[src/logic/tbpwm_consts.svh]
// Purpose: offsets, field positions, reset values and counts of the pwm unit
// Assumes: 4-bit register address, 8-bit register data
// Notes:   definitions only
`ifndef TBPWM_CONSTS_SVH
`define TBPWM_CONSTS_SVH

`define TBPWM_SYS_CLK_HZ     50000000
`define TBPWM_PHASES         4
`define TBPWM_SYNC_STAGES    2

`define TBPWM_OFS_PERIOD     4'h0
`define TBPWM_OFS_COUNT      4'h1
`define TBPWM_OFS_TCTRL      4'h2
`define TBPWM_OFS_DUTY_HI    4'h3
`define TBPWM_OFS_SHADOW     4'h4
`define TBPWM_OFS_PCTRL      4'h5
`define TBPWM_OFS_FLAGS      4'h6
`define TBPWM_OFS_DIR        4'h7
`define TBPWM_OFS_PORT       4'h8

`define TBPWM_TCTRL_PS_LSB   0
`define TBPWM_TCTRL_RUN_BIT  2
`define TBPWM_TCTRL_WMASK    8'h7F
`define TBPWM_PCTRL_MODE_MSB 3
`define TBPWM_PCTRL_MODE_LSB 2
`define TBPWM_PCTRL_DCL_LSB  4
`define TBPWM_MODE_PWM       2'h3
`define TBPWM_FLAG_MATCH_BIT 1

`define TBPWM_PERIOD_RST     8'hFF
`define TBPWM_COUNT_RST      8'h00
`define TBPWM_TCTRL_RST      8'h00
`define TBPWM_DUTY_RST       8'h00
`define TBPWM_PCTRL_RST      8'h00
`define TBPWM_DIR_RST        1'b1
`define TBPWM_PORT_RST       1'b0

`endif

[src/logic/tbpwm_pkg.sv]
// Purpose: shared types of the pwm unit
// Assumes: constants live in tbpwm_consts.svh
// Notes:   output phase machine is one-hot
package tbpwm_pkg;
  typedef logic [7:0] tbpwm_byte_t;
  typedef logic [9:0] tbpwm_tbase_t;
  typedef enum logic [2:0] {
    OUT_RELEASED = 3'b001,
    OUT_HIGH     = 3'b010,
    OUT_LOW      = 3'b100
  } tbpwm_out_e;
  typedef enum logic [1:0] {
    PSC_DIV1  = 2'h0,
    PSC_DIV4  = 2'h1,
    PSC_DIV16 = 2'h2
  } tbpwm_psc_e;
endpackage

[src/logic/tbpwm_tb_if.sv]
// Purpose: link between the pwm core and its time base generator
// Assumes: one clock domain
// Notes:   none
`timescale 1ns/10ps
`default_nettype none
interface tbpwm_tb_if;
  logic       run;
  logic       freeze;
  logic [1:0] psc_sel;
  logic       tick;
  logic [1:0] low_bits;
  logic       step;
  modport ctrl (output run, output freeze, output psc_sel,
                input tick, input low_bits, input step);
  modport gen  (input run, input freeze, input psc_sel,
                output tick, output low_bits, output step);
endinterface
`default_nettype wire

[src/logic/tbpwm_timebase.sv]
// Purpose: oscillator phase and prescaler counters, timer increment tick
// Assumes: sys_clk is the oscillator clock
// Notes:   low_bits extend the 8-bit count to the 10-bit time base
`timescale 1ns/10ps
`default_nettype none
module tbpwm_timebase
  import tbpwm_pkg::*;
(
  input  wire logic sys_clk,
  input  wire logic reset_n,
  tbpwm_tb_if.gen   tb
);
  logic [1:0] phase;
  logic [3:0] psc;
  wire        adv        = tb.run & ~tb.freeze;
  wire        phase_wrap = (phase == 2'h3);
  wire        div4_wrap  = phase_wrap & (psc[1:0] == 2'h3);
  wire        div16_wrap = phase_wrap & (psc == 4'hF);

  // counters restart with the timer so the first period is whole
  always_ff @(posedge sys_clk) begin
    if (!reset_n || !tb.run) begin
      phase <= 2'h0;
      psc   <= 4'h0;
    end else if (adv) begin
      phase <= 2'(phase + 2'h1);
      if (phase_wrap) begin
        psc <= 4'(psc + 4'h1);
      end
    end
  end

  // one increment per four oscillator cycles times the prescale factor
  assign tb.tick = adv & ((tb.psc_sel == PSC_DIV1) ? phase_wrap :
                          (tb.psc_sel == PSC_DIV4) ? div4_wrap :
                                                     div16_wrap);
  // low bits advance at this edge, so the core can act on the next value
  assign tb.step = adv & ((tb.psc_sel == PSC_DIV1) ? 1'b1 :
                          (tb.psc_sel == PSC_DIV4) ? phase_wrap :
                                                     div4_wrap);
  assign tb.low_bits = (tb.psc_sel == PSC_DIV1) ? phase :
                       (tb.psc_sel == PSC_DIV4) ? psc[1:0] :
                                                  psc[3:2];
endmodule
`default_nettype wire

[src/logic/tbpwm_core.sv]
// Purpose: timer based pwm output with double-buffered 10-bit duty
// Assumes: register port with read data one cycle after the read strobe
// Notes:   pin output and enable are registered, one cycle behind state
`timescale 1ns/10ps
`default_nettype none
`include "tbpwm_consts.svh"

module tbpwm_core
  import tbpwm_pkg::*;
(
  input  wire logic sys_clk,
  input  wire logic reset_n,
  input  wire logic [3:0] reg_addr,
  input  wire logic [7:0] reg_wdata,
  input  wire logic reg_wr,
  input  wire logic reg_rd,
  output logic [7:0] reg_rdata,
  input  wire logic sleep_req,
  input  wire logic pwm_output_pin_in,
  output logic pwm_output_pin_out,
  output logic pwm_output_pin_oe_n,
  output logic pwm_level,
  output logic period_boundary
);

  function automatic logic wr_hit(input logic       wr,
                                  input logic [3:0] addr,
                                  input logic [3:0] ofs);
    wr_hit = wr & (addr == ofs);
  endfunction

  function automatic logic is_pwm_mode(input tbpwm_byte_t ctrl);
    is_pwm_mode = (ctrl[`TBPWM_PCTRL_MODE_MSB:`TBPWM_PCTRL_MODE_LSB]
                   == `TBPWM_MODE_PWM);
  endfunction

  // software visible state
  tbpwm_byte_t  period_limit;
  tbpwm_byte_t  base_timer_count;
  tbpwm_byte_t  timer_control;
  tbpwm_byte_t  duty_high_bits;
  tbpwm_byte_t  duty_shadow;
  tbpwm_byte_t  pwm_control;
  logic         timer_match_flag;
  logic         pin_direction_bit;
  logic         port_latch;

  // internal state
  logic [1:0]   duty_low_latch;
  tbpwm_out_e   out_state;
  tbpwm_out_e   next_out_state;
  logic         read_pending;
  tbpwm_byte_t  read_word;

  // two-stage synchronisers for the sleep request and the pin readback
  logic [1:0]   async_in;
  logic [1:0]   sync_ff1;
  logic [1:0]   sync_ff2;
  wire          asleep  = sync_ff2[0];
  wire          pin_now = sync_ff2[1];

  assign async_in = {pwm_output_pin_in, sleep_req};

  genvar gi;
  generate
    for (gi = 0; gi < `TBPWM_SYNC_STAGES; gi++) begin : g_sync
      always_ff @(posedge sys_clk) begin
        if (!reset_n) begin
          sync_ff1[gi] <= 1'b0;
          sync_ff2[gi] <= 1'b0;
        end else begin
          sync_ff1[gi] <= async_in[gi];
          sync_ff2[gi] <= sync_ff1[gi];
        end
      end
    end
  endgenerate

  // time base generator
  tbpwm_tb_if tbus ();

  tbpwm_timebase u_timebase (
    .sys_clk (sys_clk),
    .reset_n (reset_n),
    .tb      (tbus.gen)
  );

  // sleep freezes the time base and output state; a clear run bit stops and clears the counters
  assign tbus.freeze  = asleep;
  assign tbus.run     = timer_control[`TBPWM_TCTRL_RUN_BIT];
  assign tbus.psc_sel = timer_control[`TBPWM_TCTRL_PS_LSB +: 2];

  // register write decode
  wire wr_period  = wr_hit(reg_wr, reg_addr, `TBPWM_OFS_PERIOD);
  wire wr_count   = wr_hit(reg_wr, reg_addr, `TBPWM_OFS_COUNT);
  wire wr_tctrl   = wr_hit(reg_wr, reg_addr, `TBPWM_OFS_TCTRL);
  wire wr_duty_hi = wr_hit(reg_wr, reg_addr, `TBPWM_OFS_DUTY_HI);
  wire wr_shadow  = wr_hit(reg_wr, reg_addr, `TBPWM_OFS_SHADOW);
  wire wr_pctrl   = wr_hit(reg_wr, reg_addr, `TBPWM_OFS_PCTRL);
  wire wr_flags   = wr_hit(reg_wr, reg_addr, `TBPWM_OFS_FLAGS);
  wire wr_dir     = wr_hit(reg_wr, reg_addr, `TBPWM_OFS_DIR);
  wire wr_port    = wr_hit(reg_wr, reg_addr, `TBPWM_OFS_PORT);

  wire pwm_mode   = is_pwm_mode(pwm_control);

  // the postscaler bits are stored but never enter the period logic
  wire count_match  = (base_timer_count == period_limit);
  wire period_end   = tbus.tick & count_match;
  wire [1:0] duty_low_bits =
    pwm_control[`TBPWM_PCTRL_DCL_LSB +: 2];
  wire [9:0] duty_new  = {duty_high_bits, duty_low_bits};
  wire [9:0] duty_held = {duty_shadow, duty_low_latch};
  wire duty_new_zero   = (duty_new == 10'h000);

  // full 10-bit compare; a duty past the period is simply never reached
  // match is taken on the coming time base value so the state drops in
  // the first cycle of the match, giving exactly duty units of high time
  tbpwm_tbase_t time_base;
  assign time_base = {base_timer_count, tbus.low_bits};
  wire duty_match  = tbus.step &&
    (10'(time_base + 10'h001) == duty_held);

  // timer count: period match wraps to zero; a software write wins
  always_ff @(posedge sys_clk) begin
    if (!reset_n) begin
      base_timer_count <= `TBPWM_COUNT_RST;
    end else if (wr_count) begin
      base_timer_count <= reg_wdata;
    end else if (period_end) begin
      base_timer_count <= 8'h00;
    end else if (tbus.tick) begin
      base_timer_count <= 8'(base_timer_count + 8'h01);
    end
  end

  // plain configuration registers
  always_ff @(posedge sys_clk) begin
    if (!reset_n) begin
      period_limit      <= `TBPWM_PERIOD_RST;
      timer_control     <= `TBPWM_TCTRL_RST;
      duty_high_bits    <= `TBPWM_DUTY_RST;
      pwm_control       <= `TBPWM_PCTRL_RST;
      pin_direction_bit <= `TBPWM_DIR_RST;
      port_latch        <= `TBPWM_PORT_RST;
    end else begin
      if (wr_period) begin
        period_limit <= reg_wdata;
      end
      if (wr_tctrl) begin
        timer_control <= reg_wdata & `TBPWM_TCTRL_WMASK;
      end
      // accepted at any moment, used only from the next boundary
      if (wr_duty_hi) begin
        duty_high_bits <= reg_wdata;
      end
      if (wr_pctrl) begin
        pwm_control <= reg_wdata;
      end
      if (wr_dir) begin
        pin_direction_bit <= reg_wdata[0];
      end
      if (wr_port) begin
        port_latch <= reg_wdata[0];
      end
    end
  end

  // double buffer: in pwm mode shadow byte and 2-bit latch load only at the boundary,
  // so a half-written duty never reaches the compare
  always_ff @(posedge sys_clk) begin
    if (!reset_n) begin
      duty_shadow    <= `TBPWM_DUTY_RST;
      duty_low_latch <= 2'h0;
    end else if (pwm_mode) begin
      if (period_end) begin
        duty_shadow    <= duty_high_bits;
        duty_low_latch <= duty_low_bits;
      end
    end else if (wr_shadow) begin
      duty_shadow <= reg_wdata;
    end
  end

  // match flag: set on every period match, cleared by writing zero;
  // a set in the same cycle as the clear wins
  always_ff @(posedge sys_clk) begin
    if (!reset_n) begin
      timer_match_flag <= 1'b0;
    end else if (period_end) begin
      timer_match_flag <= 1'b1;
    end else if (wr_flags && !reg_wdata[`TBPWM_FLAG_MATCH_BIT]) begin
      timer_match_flag <= 1'b0;
    end
  end

  // output phase machine
  always_comb begin
    next_out_state = out_state;
    if (!pwm_mode) begin
      next_out_state = OUT_RELEASED;
    end else if (asleep) begin
      next_out_state = out_state;
    end else begin
      case (out_state)
        OUT_RELEASED: begin
          if (period_end && !duty_new_zero) begin
            next_out_state = OUT_HIGH;
          end else begin
            next_out_state = OUT_LOW;
          end
        end
        OUT_HIGH: begin
          if (period_end) begin
            next_out_state = duty_new_zero ? OUT_LOW : OUT_HIGH;
          end else if (duty_match) begin
            next_out_state = OUT_LOW;
          end else begin
            next_out_state = OUT_HIGH;
          end
        end
        OUT_LOW: begin
          if (period_end && !duty_new_zero) begin
            next_out_state = OUT_HIGH;
          end else begin
            next_out_state = OUT_LOW;
          end
        end
        default: begin
          next_out_state = OUT_RELEASED;
        end
      endcase
    end
  end

  // the high time is the duty in time base units, one unit being
  // one clock period times the prescale factor
  always_ff @(posedge sys_clk) begin
    if (!reset_n) begin
      out_state <= OUT_RELEASED;
    end else begin
      out_state <= next_out_state;
    end
  end

  // pin: the unit owns the level only in pwm mode; the driver follows
  // the direction bit, so the waveform runs on while the pin is an input
  wire pin_level_sel = pwm_mode ? (out_state == OUT_HIGH) : port_latch;

  always_ff @(posedge sys_clk) begin
    if (!reset_n) begin
      pwm_output_pin_out  <= 1'b0;
      pwm_output_pin_oe_n <= 1'b1;
      pwm_level           <= 1'b0;
      period_boundary     <= 1'b0;
    end else begin
      pwm_output_pin_out  <= pin_level_sel;
      pwm_output_pin_oe_n <= pin_direction_bit;
      pwm_level           <= (out_state == OUT_HIGH);
      period_boundary     <= period_end;
    end
  end

  // read mux; unmapped offsets and unimplemented bits read zero, except the unused pctrl bits, which read back as written
  wire [7:0] rd_flags = {6'h00, timer_match_flag, 1'b0};
  wire [7:0] rd_dir   = {7'h00, pin_direction_bit};
  wire [7:0] rd_port  = {6'h00, pin_now, port_latch};

  assign read_word =
    (reg_addr == `TBPWM_OFS_PERIOD)  ? period_limit :
    (reg_addr == `TBPWM_OFS_COUNT)   ? base_timer_count :
    (reg_addr == `TBPWM_OFS_TCTRL)   ? timer_control :
    (reg_addr == `TBPWM_OFS_DUTY_HI) ? duty_high_bits :
    (reg_addr == `TBPWM_OFS_SHADOW)  ? duty_shadow :
    (reg_addr == `TBPWM_OFS_PCTRL)   ? pwm_control :
    (reg_addr == `TBPWM_OFS_FLAGS)   ? rd_flags :
    (reg_addr == `TBPWM_OFS_DIR)     ? rd_dir :
    (reg_addr == `TBPWM_OFS_PORT)    ? rd_port :
                                       8'h00;

  // read data stand for exactly the cycle after the strobe
  always_ff @(posedge sys_clk) begin
    if (!reset_n) begin
      reg_rdata    <= 8'h00;
      read_pending <= 1'b0;
    end else begin
      read_pending <= reg_rd;
      reg_rdata    <= reg_rd ? read_word : 8'h00;
    end
  end

endmodule
`default_nettype wire

[src/dv/tbpwm_load.sv]
// Purpose: external load on the modulated output pin
// Assumes: no pull-up or pull-down on the line
// Notes:   an undriven line shows a pattern that changes every cycle
`timescale 1ns/10ps
`default_nettype none
module tbpwm_load (
  input  wire logic sys_clk,
  input  wire logic pin_out,
  input  wire logic pin_oe_n,
  output logic      pin_level
);
  logic float_q = 1'b0;

  // keeps a released line from reading as a stale level
  always @(posedge sys_clk) begin
    float_q <= ~float_q;
  end

  assign pin_level = pin_oe_n ? float_q : pin_out;
endmodule
`default_nettype wire

[src/dv/tb.sv]
// Purpose: self-checking bench of the pwm unit through its register port
// Assumes: 50 MHz clock, load model on the pin
// Notes:   period and high time measured between boundary pulses
`timescale 1ns/10ps
`default_nettype none
`include "tbpwm_consts.svh"
module tb;
  import tbpwm_pkg::*;
  logic       sys_clk, reset_n, reg_wr, reg_rd, sleep_req, pin_level;
  logic [3:0] reg_addr;
  logic [7:0] reg_wdata, reg_rdata, v, c1, c2;
  logic       pwm_output_pin_out, pwm_output_pin_oe_n, pwm_level;
  logic       period_boundary;
  int         error_cnt, checks_done, cnt_p, cnt_h, last_per, last_hi;
  logic [7:0] rst_t [8] = '{8'hFF, 8'h00, 8'h00, 8'h00,
                            8'h00, 8'h00, 8'h00, 8'h01};

  tbpwm_core uut (.sys_clk(sys_clk), .reset_n(reset_n), .reg_addr(reg_addr),
    .reg_wdata(reg_wdata), .reg_wr(reg_wr), .reg_rd(reg_rd),
    .reg_rdata(reg_rdata), .sleep_req(sleep_req),
    .pwm_output_pin_in(pin_level), .pwm_output_pin_out(pwm_output_pin_out),
    .pwm_output_pin_oe_n(pwm_output_pin_oe_n), .pwm_level(pwm_level),
    .period_boundary(period_boundary));
  tbpwm_load u_load (.sys_clk(sys_clk), .pin_out(pwm_output_pin_out),
    .pin_oe_n(pwm_output_pin_oe_n), .pin_level(pin_level));

  initial begin
    sys_clk = 1'b0;
    forever #10 sys_clk = ~sys_clk;
  end

  // window runs from one boundary sample up to the next
  always @(posedge sys_clk) begin
    if (period_boundary === 1'b1) begin
      last_per <= cnt_p;
      last_hi  <= cnt_h;
      cnt_p    <= 1;
      cnt_h    <= int'(pwm_level === 1'b1);
    end else begin
      cnt_p <= cnt_p + 1;
      cnt_h <= cnt_h + int'(pwm_level === 1'b1);
    end
  end

  task automatic final_report;
    if (error_cnt == 0 && checks_done > 0)
      $display("All tests passed");
    else
      $display("Some tests failed");
    $finish;
  endtask

  task automatic chk8(string name, logic [7:0] exp, logic [7:0] got);
    checks_done++;
    if (got !== exp) begin
      error_cnt++;
      $display("MISMATCH %s expected %0h seen %0h", name, exp, got);
    end
  endtask

  task automatic chki(string name, int exp, int got);
    checks_done++;
    if (got != exp) begin
      error_cnt++;
      $display("MISMATCH %s expected %0d seen %0d", name, exp, got);
    end
  endtask

  task automatic wr(logic [3:0] a, logic [7:0] d);
    @(posedge sys_clk);
    reg_wr    <= 1'b1;
    reg_addr  <= a;
    reg_wdata <= d;
    @(posedge sys_clk);
    reg_wr <= 1'b0;
  endtask

  task automatic rd(logic [3:0] a, output logic [7:0] d);
    @(posedge sys_clk);
    reg_rd   <= 1'b1;
    reg_addr <= a;
    @(posedge sys_clk);
    reg_rd <= 1'b0;
    @(posedge sys_clk);
    d = reg_rdata;
  endtask

  // waits for the next boundary, bounded so a dead timer cannot hang
  task automatic meas;
    int n;
    n = 0;
    do begin
      @(posedge sys_clk);
      n++;
    end while (period_boundary !== 1'b1 && n < 5000);
    if (n >= 5000) error_cnt++;
    #1;
  endtask

  task automatic set_duty(logic [9:0] d);
    wr(`TBPWM_OFS_PCTRL, {2'b00, d[1:0], 4'hC});
    wr(`TBPWM_OFS_DUTY_HI, d[9:2]);
  endtask

  task automatic set_pwm(logic [9:0] d, logic [1:0] ps);
    set_duty(d);
    wr(`TBPWM_OFS_FLAGS, 8'h00);
    wr(`TBPWM_OFS_TCTRL, {5'b00000, 1'b1, ps});
    meas();
    meas();
  endtask

  initial begin
    #2_000_000;
    error_cnt++;
    final_report();
  end

  initial begin
    {reset_n, reg_wr, reg_rd, sleep_req, reg_addr, reg_wdata} = '0;
    repeat (16) @(posedge sys_clk);
    reset_n <= 1'b1;
    for (int i = 0; i < 8; i++) begin
      rd(4'(i), v);
      chk8("reset_reg", rst_t[i], v);
    end
    rd(4'hF, v);
    chk8("unmapped", 8'h00, v);
    chki("oe_n", 1, int'(pwm_output_pin_oe_n === 1'b1));
    wr(`TBPWM_OFS_DIR, 8'h01);
    wr(`TBPWM_OFS_PERIOD, 8'h03);
    for (int ps = 0; ps < 3; ps++) begin
      set_pwm(10'd5, 2'(ps));
      meas();
      chki("period", 16 << (2 * ps), last_per);
      chki("high", 5 << (2 * ps), last_hi);
    end
    rd(`TBPWM_OFS_FLAGS, v);
    chk8("flag_set", 8'h02, v & 8'h02);
    meas();
    wr(`TBPWM_OFS_FLAGS, 8'h00);
    rd(`TBPWM_OFS_FLAGS, v);
    chk8("flag_clear", 8'h00, v & 8'h02);
    wr(`TBPWM_OFS_SHADOW, 8'hAA);
    rd(`TBPWM_OFS_SHADOW, v);
    chk8("shadow", 8'h01, v);
    meas();
    set_duty(10'd12);
    meas();
    chki("high_old", 80, last_hi);
    meas();
    chki("high_new", 192, last_hi);
    sleep_req <= 1'b1;
    repeat (8) @(posedge sys_clk);
    rd(`TBPWM_OFS_COUNT, c1);
    repeat (150) @(posedge sys_clk);
    rd(`TBPWM_OFS_COUNT, c2);
    chk8("sleep_count", c1, c2);
    sleep_req <= 1'b0;
    repeat (100) @(posedge sys_clk);
    rd(`TBPWM_OFS_COUNT, c2);
    chki("wake_count", 1, int'(c2 !== c1));
    set_pwm(10'd0, 2'h0);
    meas();
    chki("high_zero", 0, last_hi);
    set_pwm(10'd16, 2'h0);
    meas();
    chki("high_over", 16, last_hi);
    wr(`TBPWM_OFS_DIR, 8'h00);
    repeat (4) @(posedge sys_clk);
    chki("oe_n_on", 0, int'(pwm_output_pin_oe_n !== 1'b0));
    wr(`TBPWM_OFS_PCTRL, 8'h00);
    wr(`TBPWM_OFS_PORT, 8'h01);
    repeat (4) @(posedge sys_clk);
    rd(`TBPWM_OFS_PORT, v);
    chk8("port", 8'h03, v);
    wr(`TBPWM_OFS_PERIOD, 8'hFF);
    set_pwm(10'h3FF, 2'h0);
    meas();
    chki("period_full", 1024, last_per);
    chki("high_full", 1023, last_hi);
    reset_n <= 1'b0;
    repeat (2) @(posedge sys_clk);
    reset_n <= 1'b1;
    rd(`TBPWM_OFS_PCTRL, v);
    chk8("pctrl_rst", 8'h00, v);
    final_report();
  end
endmodule
`default_nettype wire
[config.mk]
export PLATFORM = sky130hd
export DESIGN_NAME = tbpwm_core
export DESIGN_NICKNAME = d
export VERILOG_FILES = /design/src/logic/tbpwm_pkg.sv /design/src/logic/tbpwm_tb_if.sv /design/src/logic/tbpwm_timebase.sv /design/src/logic/tbpwm_core.sv /design/src/dv/tbpwm_load.sv /design/src/dv/tb.sv
export VERILOG_INCLUDE_DIRS = /design/src /design/src/logic
export SDC_FILE = /design/constraint.sdc
export NUM_CORES = 1
export LEC_CHECK = 0
export BUFFER_PORTS_ARGS = -buffer_cell sky130_fd_sc_hd__buf_2
export CAP_MARGIN = 20
export CORE_MARGIN = 2
export CORE_UTILIZATION = 50
export DETAILED_ROUTE_END_ITERATION = 16
export HOLD_SLACK_MARGIN = 0.12
export PLACE_DENSITY = 0.67
export SKIP_LAST_GASP = 1
export SYNTH_ARGS = -nofsm -noshare
export SYNTH_HDL_FRONTEND = slang
export SYNTH_SLANG_ARGS = --single-unit
[constraint.sdc]
create_clock -name sys_clk -period 5.64 [get_ports sys_clk]
set_clock_uncertainty 0.05 [all_clocks]
set_input_delay 0.282 -clock sys_clk [delete_from_list [all_inputs] [get_ports sys_clk]]
set_output_delay 0.282 -clock sys_clk [all_outputs]
set_load 0.01 [all_outputs]
-- Word-level counts from Yosys, hierarchy flattened
Index checks and enable logic that the tools add are counted.
- register bits: 77
- output and inout bits: 12
- logic and storage cells: 110
- bitwise logic cells: 16
- muxes and demuxes: 29
- $add $sub $neg: 4
- reduce and logical (&&, ||, !) cells: 20
- eq/ne operators: 19
- operator list (cell ; count):
    2-to-1 mux 8 bit ; 12
    equality test 4 x 3 -> 1 bit (second input constant) ; 4
    bitwise AND 1 bit ; 15
    2-to-1 mux 3 bit ; 4
    adder 10 x 1 -> 10 bit (second input constant) ; 1
    equality test 10 bit ; 1
    zero test 10 bit ; 1
    2-to-1 mux 2 bit ; 5
    AND reduction 2 bit ; 5
    adder 8 x 1 -> 8 bit (second input constant) ; 1
    equality test 4 x 2 -> 1 bit (second input constant) ; 2
    equality test 4 bit (second input constant) ; 2
    equality test 8 bit ; 1
    2-to-1 mux 1 bit ; 7
    equality test 2 bit (second input constant) ; 3
    one-hot mux 3 bit (2 select lines) ; 1
    adder 4 x 1 -> 4 bit (second input constant) ; 1
    equality test 4 x 1 -> 1 bit (second input constant) ; 1
    zero test 1 bit ; 4
    zero test 4 bit ; 1
    nonzero test 2 bit ; 2
    equality test 3 x 1 -> 1 bit (second input constant) ; 1
    equality test 3 x 2 -> 1 bit (second input constant) ; 1
    equality test 3 bit (second input constant) ; 1
    9 further kinds ; 11

-- Longest topological paths before layout
- word-level depth: 10
- depth in mapped cells: 11
- depth with buffers taken out: 10

-- By module
From an unflattened synthesis, not the netlist that was laid out.
- cells, all modules: 497
- area, all modules: 4058.9 sq um
- by module, submodules not included (module ; cells each ; area an instance (sq um) ; times used):
    tbpwm_core ; 452 ; 3681.0 ; 1
    tbpwm_timebase ; 45 ; 377.9 ; 1

-- Worst setup path before layout
No wires, ideal clock.
- kind: reg2reg
- start: register timer_control[0]
- end: register out_state[2]
- slack: 3.216 ns
- data arrival time: 2.288 ns
- cell stages (with the launch flop): 12
- path buffers: 1
- path through: dfxtp_1 > clkbuf_1 > mux2i_1 > nand2_1 > and2_1 > ha_1 > xor2_1 > nor4b_1 > nand3_1 > nor4_1 > nand3_1 > a211oi_1
- longest elaborated chain between the ends: 9
- elaborated cells on any way between the ends: 19
- those cells by class: add/sub: 1; eq/ne: 2; mux: 10; bitwise: 3; reduce/logical: 3
- RTL lines (item ; RTL line ; text):
    start: declaration ; tbpwm_core.sv:40 ; tbpwm_byte_t timer_control;
    start signal: assignment ; tbpwm_core.sv:140 ; timer_control <= `TBPWM_TCTRL_RST;
    start signal: assignment ; tbpwm_core.sv:150 ; timer_control <= reg_wdata & `TBPWM_TCTRL_WMASK;
    equality test 2 x 1 -> 1 bit ; tbpwm_timebase.sv:35, tbpwm_timebase.sv:39, tbpwm_timebase.sv:42 ;
    2-to-1 mux 2 bit ; tbpwm_timebase.sv:42 ; (tb.psc_sel == PSC_DIV4) ? psc[1:0] :
    2-to-1 mux 2 bit ; tbpwm_timebase.sv:41 ; assign tb.low_bits = (tb.psc_sel == PSC_DIV1) ? phase :
    adder 10 x 1 -> 10 bit ; tbpwm_core.sv:121 ; (10'(time_base + 10'h001) == duty_held);
    equality test 10 bit ; tbpwm_core.sv:121 ;
    logical AND 1 bit ; tbpwm_core.sv:120 ; wire duty_match = tbus.step &&
    2-to-1 mux 3 bit ; tbpwm_core.sv:215 ; end else if (duty_match) begin
    2-to-1 mux 3 bit ; tbpwm_core.sv:213 ; if (period_end) begin
    one-hot mux 3 bit (2 select lines) (*) ; tbpwm_core.sv:204 ; case (out_state)
    end signal: assignment ; tbpwm_core.sv:241 ; out_state <= next_out_state;
    end: declaration ; tbpwm_core.sv:50 ; tbpwm_out_e out_state;
Every way passes the cells marked *; elsewhere a longest branch is shown, timed or not.
A chain may end at the register's enable or synchronous reset.

-- Worst setup path in the final report
- start: register u_timebase.phase[0]
- end: register duty_shadow[3]
- longest elaborated chain between the ends: 8
- elaborated cells on any way between the ends: 9
- those cells by class: eq/ne: 2; mux: 2; bitwise: 4; reduce/logical: 1
- RTL lines (item ; RTL line ; text):
    start: declaration ; tbpwm_timebase.sv:13 ; logic [1:0] phase;
    start signal: assignment ; tbpwm_timebase.sv:26 ; phase <= 2'(phase + 2'h1);
    equality test 2 bit (*) ; tbpwm_timebase.sv:16 ; wire phase_wrap = (phase == 2'h3);
    bitwise AND 1 bit (on tied branches) ; tbpwm_timebase.sv:18, tbpwm_timebase.sv:17 ;
    2-to-1 mux 1 bit ; tbpwm_timebase.sv:35 ; (tb.psc_sel == PSC_DIV4) ? div4_wrap :
    2-to-1 mux 1 bit (*) ; tbpwm_timebase.sv:34 ; assign tb.tick = adv & ((tb.psc_sel == PSC_DIV1) ? phase_wrap :
    bitwise AND 1 bit (*) ; tbpwm_timebase.sv:34 ;
    bitwise AND 1 bit (*) ; tbpwm_core.sv:108 ; wire period_end = tbus.tick & count_match;
    inequality test 2 x 1 -> 1 bit (no line) (*) ; n/a ;
    AND reduction 2 bit (no line) (*) ; n/a ;
    end signal: assignment ; tbpwm_core.sv:172 ; duty_shadow <= `TBPWM_DUTY_RST;
    end signal: assignment ; tbpwm_core.sv:176 ; duty_shadow <= duty_high_bits;
    end signal: assignment ; tbpwm_core.sv:180 ; duty_shadow <= reg_wdata;
    end: declaration ; tbpwm_core.sv:42 ; tbpwm_byte_t duty_shadow;
Marks and branches as above.

==> impl_metrics.tcl <==
set metrics [dict create \
    hold_violations 0 \
    r2r_cells 6 \
    path_clk_slew_ns 0.09 \
    grt_util_all_layers_pct 27.2 \
    netlist_area_um2 4160 \
    route.detailed.drc 0 \
    p_comb_share_pct 8.8 \
    root_buffer "clkbuf_8" \
    tightest_slew_ns 0.833 \
    hold_class "in -> reg" \
    clkSinkCount 77 \
    std_cell_rows 33 \
    final_core_util_pct 55.3 \
    cts_setup_buffers 0 \
    drt_pass1_iterations 5 \
    syn_inst 501 \
    critPathMaxFanout 16 \
    hold_end "period_limit[7]" \
    cp.required_ns 5.86 \
    outcome "finished clean" \
    syn_to_final_growth_pct 8.16 \
    clkLatencyLatePin_ns 0.37 \
    hpwlAfterDp_um 8080 \
    dieArea_um2 9060 \
    die_h_um 95.2 \
    fmax_mhz 374 \
    worst_ir_drop_vdd_mv 0.153 \
    hold_path.startpoint "reg_wdata[7]" \
    synthArstFlopShare_pct 0 \
    ios 30 \
    slowest_stage "o32ai_4" \
    vias 3800 \
    cts_inserted_buffers 9 \
    layout_common_cells "77 x dfxtp_1, 72 x nor2_1, 54 x nand2_1" \
    power_density_nw_per_um2 242 \
    grt_pass1_wl_um 18300 \
    fin_tns_setup_ns 0 \
    p_switching_mw 0.293 \
    cts-htree-levels 3 \
    period_needed_ns 2.67 \
    grt_util_met2_pct 41.1 \
    cap_violations 0 \
    avgSynthCellArea_um2 8.30 \
    seqPwrFrac_pct 52.2 \
    p_sw_share_pct 26.9 \
    finalHoldWorstSlack_ns 0.203 \
    diodes 0 \
    start_kind "flop" \
    ctsLongestPathBuffers 2 \
    final_nets 531 \
    worstReg2RegStart "u_timebase.phase[0]" \
    ys.warnings.count 0 \
    r2r_slack_ns 2.97 \
    end_kind "flop" \
    relSlewSlack_pct 44.2 \
    p_leak_nw 1.66 \
    final_layout_size_suffix_gt1_share_pct 12.1 \
    reg2reg_to "duty_shadow[3]" \
    routedWlPerCell_um 18.5 \
    synth_nets 523 \
    portBuffers 29 \
    postRouteAntennaNets 0 \
    synth.distinct_cells 60 \
    synth_seq_cells 77 \
    synth_flop_cell "dfxtp_1" \
    timing.final.max_slew_violations 0 \
    min_path_cells 3 \
    wl_um 11400 \
    seq_area_frac_synth_pct 37.1 \
    first_iter_violations 348 \
    viasPerCell 6.14 \
    synth_enable_flop_cells 0 \
    core_area_um2 8130 \
    critical_path_class "reg -> reg" \
    start_util_pct 51.1 \
    rsz0062_at_grt "false" \
    slowest_delay_ns 0.69 \
    worst_ep_arrival_time_ns 2.90 \
    setup_violations 0 \
    antenna_found_initial 0 \
    overflow 0 \
    cp_cell_sequence "ha_1 -> nor2b_1 -> o2111ai_4 -> o32ai_4 -> nor2_1 -> a311oi_1" \
    grt_max_degree 44 \
    clockPowerShare_pct 39.0 \
    internal_power_mw 0.794 \
    cts_tree "done" \
    layout_commonest_cell "dfxtp_1" \
    gp_congestion 0.925 \
    grt_pass1_vias 3442 \
    grt_use_met3_pct 5.45 \
    fin_crit_sh_pct 47.4 \
    die_w_um 95.2 \
    use_met1_pct 37.5 \
    busiest_layer "met2" \
]
[per-stage QoR]
step | instance area (µm²) | total power, mW | instances | worst slack, ns
3_3_place_gp | 4280 | 0.670 | 601 | 3.15
2_1_floorplan | 4160 | 0.641 | 501 | 3.22
3_5_place_dp | 4280 | 0.671 | 601 | 3.01
6_report | 4500 | 1.09 | 619 | 2.97
4_1_cts | 4500 | 1.09 | 619 | 2.98
5_1_grt | 4500 | 1.13 | 619 | 2.74
[layer usage]
| layer | vias up | routed length [µm] |
|---|---|---|
| li1 | 1784 | - |
| met1 | 1812 | 4810 |
| met2 | 177 | 5210 |
| met3 | 27 | 1070 |
| met4 | 0 | 348 |
| met5 | - | 0 |
[synth_stat cells, types with 7 or more instances]
| master | count | share of area, % |
|---|---|---|
| nor3_1 | 9 | 1.1 |
| nand2_1 | 54 | 4.9 |
| a311oi_1 | 8 | 1.7 |
| mux2i_1 | 36 | 8.7 |
| nor2b_1 | 10 | 1.5 |
| xor2_1 | 16 | 3.4 |
| a21oi_1 | 17 | 2.0 |
| nor2_1 | 72 | 6.5 |
| buf_2 | 7 | 0.84 |
| nand2b_1 | 10 | 1.5 |
| xnor2_1 | 11 | 2.3 |
| inv_1 | 9 | 0.81 |
| dfxtp_1 | 77 | 37 |
| nand3_1 | 33 | 4.0 |
| o21ai_0 | 14 | 1.7 |
| clkbuf_1 | 24 | 2.2 |
[final cells by class]
type | instances | area, µm²
inverters | 10 | 37.5
repair buffers | 32 | 173
flip-flops and latches | 77 | 1540
well taps | 105 | 131
clock buffers | 9 | 124
fillers | 743 | 3640
multi-input cells | 379 | 2420
clock inverters | 7 | 73.8
[worst max path at each step]
stage / from / to / slack [ns] / cells after the start
detailed placement: u_timebase.phase[0] / duty_shadow[3] / 3.01 / 6
CTS: u_timebase.phase[0] / duty_shadow[3] / 2.98 / 6
floorplan: timer_control[0] / out_state[2] / 3.22 / 11
global route: u_timebase.phase[0] / duty_shadow[7] / 2.74 / 6
finish: u_timebase.phase[0] / duty_shadow[3] / 2.97 / 6
global placement: timer_control[0] / out_state[2] / 3.15 / 10
[power by group through the flow]
stage               Clock, mW  Sequential, mW  Combinational (mW)
CTS                     0.430           0.567              0.0937
finish                  0.424           0.567              0.0955
global placement            0           0.579              0.0915
floorplan                   0           0.571              0.0694
global route            0.454           0.568               0.104
detailed placement          0           0.579              0.0921
[what timing repair did]
item | in CTS | in global routing
hold buffers | 2 | 0
resized for setup | 0 | 0
endpoints found under the hold margin | 2 | 0
[kinds of logic (layout without fill, tap and decap cells)]
kind of cell | after synthesis | in the layout | synth area share, %
buffers and inverters | 45 | 58 | 4.81
flip-flops | 77 | 77 | 37.1
adder cells (fa/ha/maj) | 4 | 4 | 1.20
XOR/XNOR | 28 | 28 | 6.08
AND/OR/NAND/NOR | 227 | 227 | 26.3
AO/OA/AOI/OAI | 83 | 83 | 15.3
multiplexers | 37 | 37 | 9.21
[worst max-delay path: cells and delay by family, from the launching register on]
| kind | cells | cell delay, ns |
|---|---|---|
| DFF | 1 | 0.39 |
| adders and majority gates | 1 | 0.21 |
| and+or+nand+nor | 2 | 0.58 |
| AOI/OAI and AO/OA | 3 | 1.33 |
[state kept, by name (all words and copies together) (netlist names), 2 cells and up]
name / flops
base_timer_count: 8
reg_rdata: 8
sync_ff1: 2
timer_control: 7
pwm_control: 8
duty_shadow: 8
u_timebase.phase: 2
out_state: 3
u_timebase.psc: 4
period_limit: 8
duty_low_latch: 2
duty_high_bits: 8
Note: power is estimated with default switching activity, not from simulation.
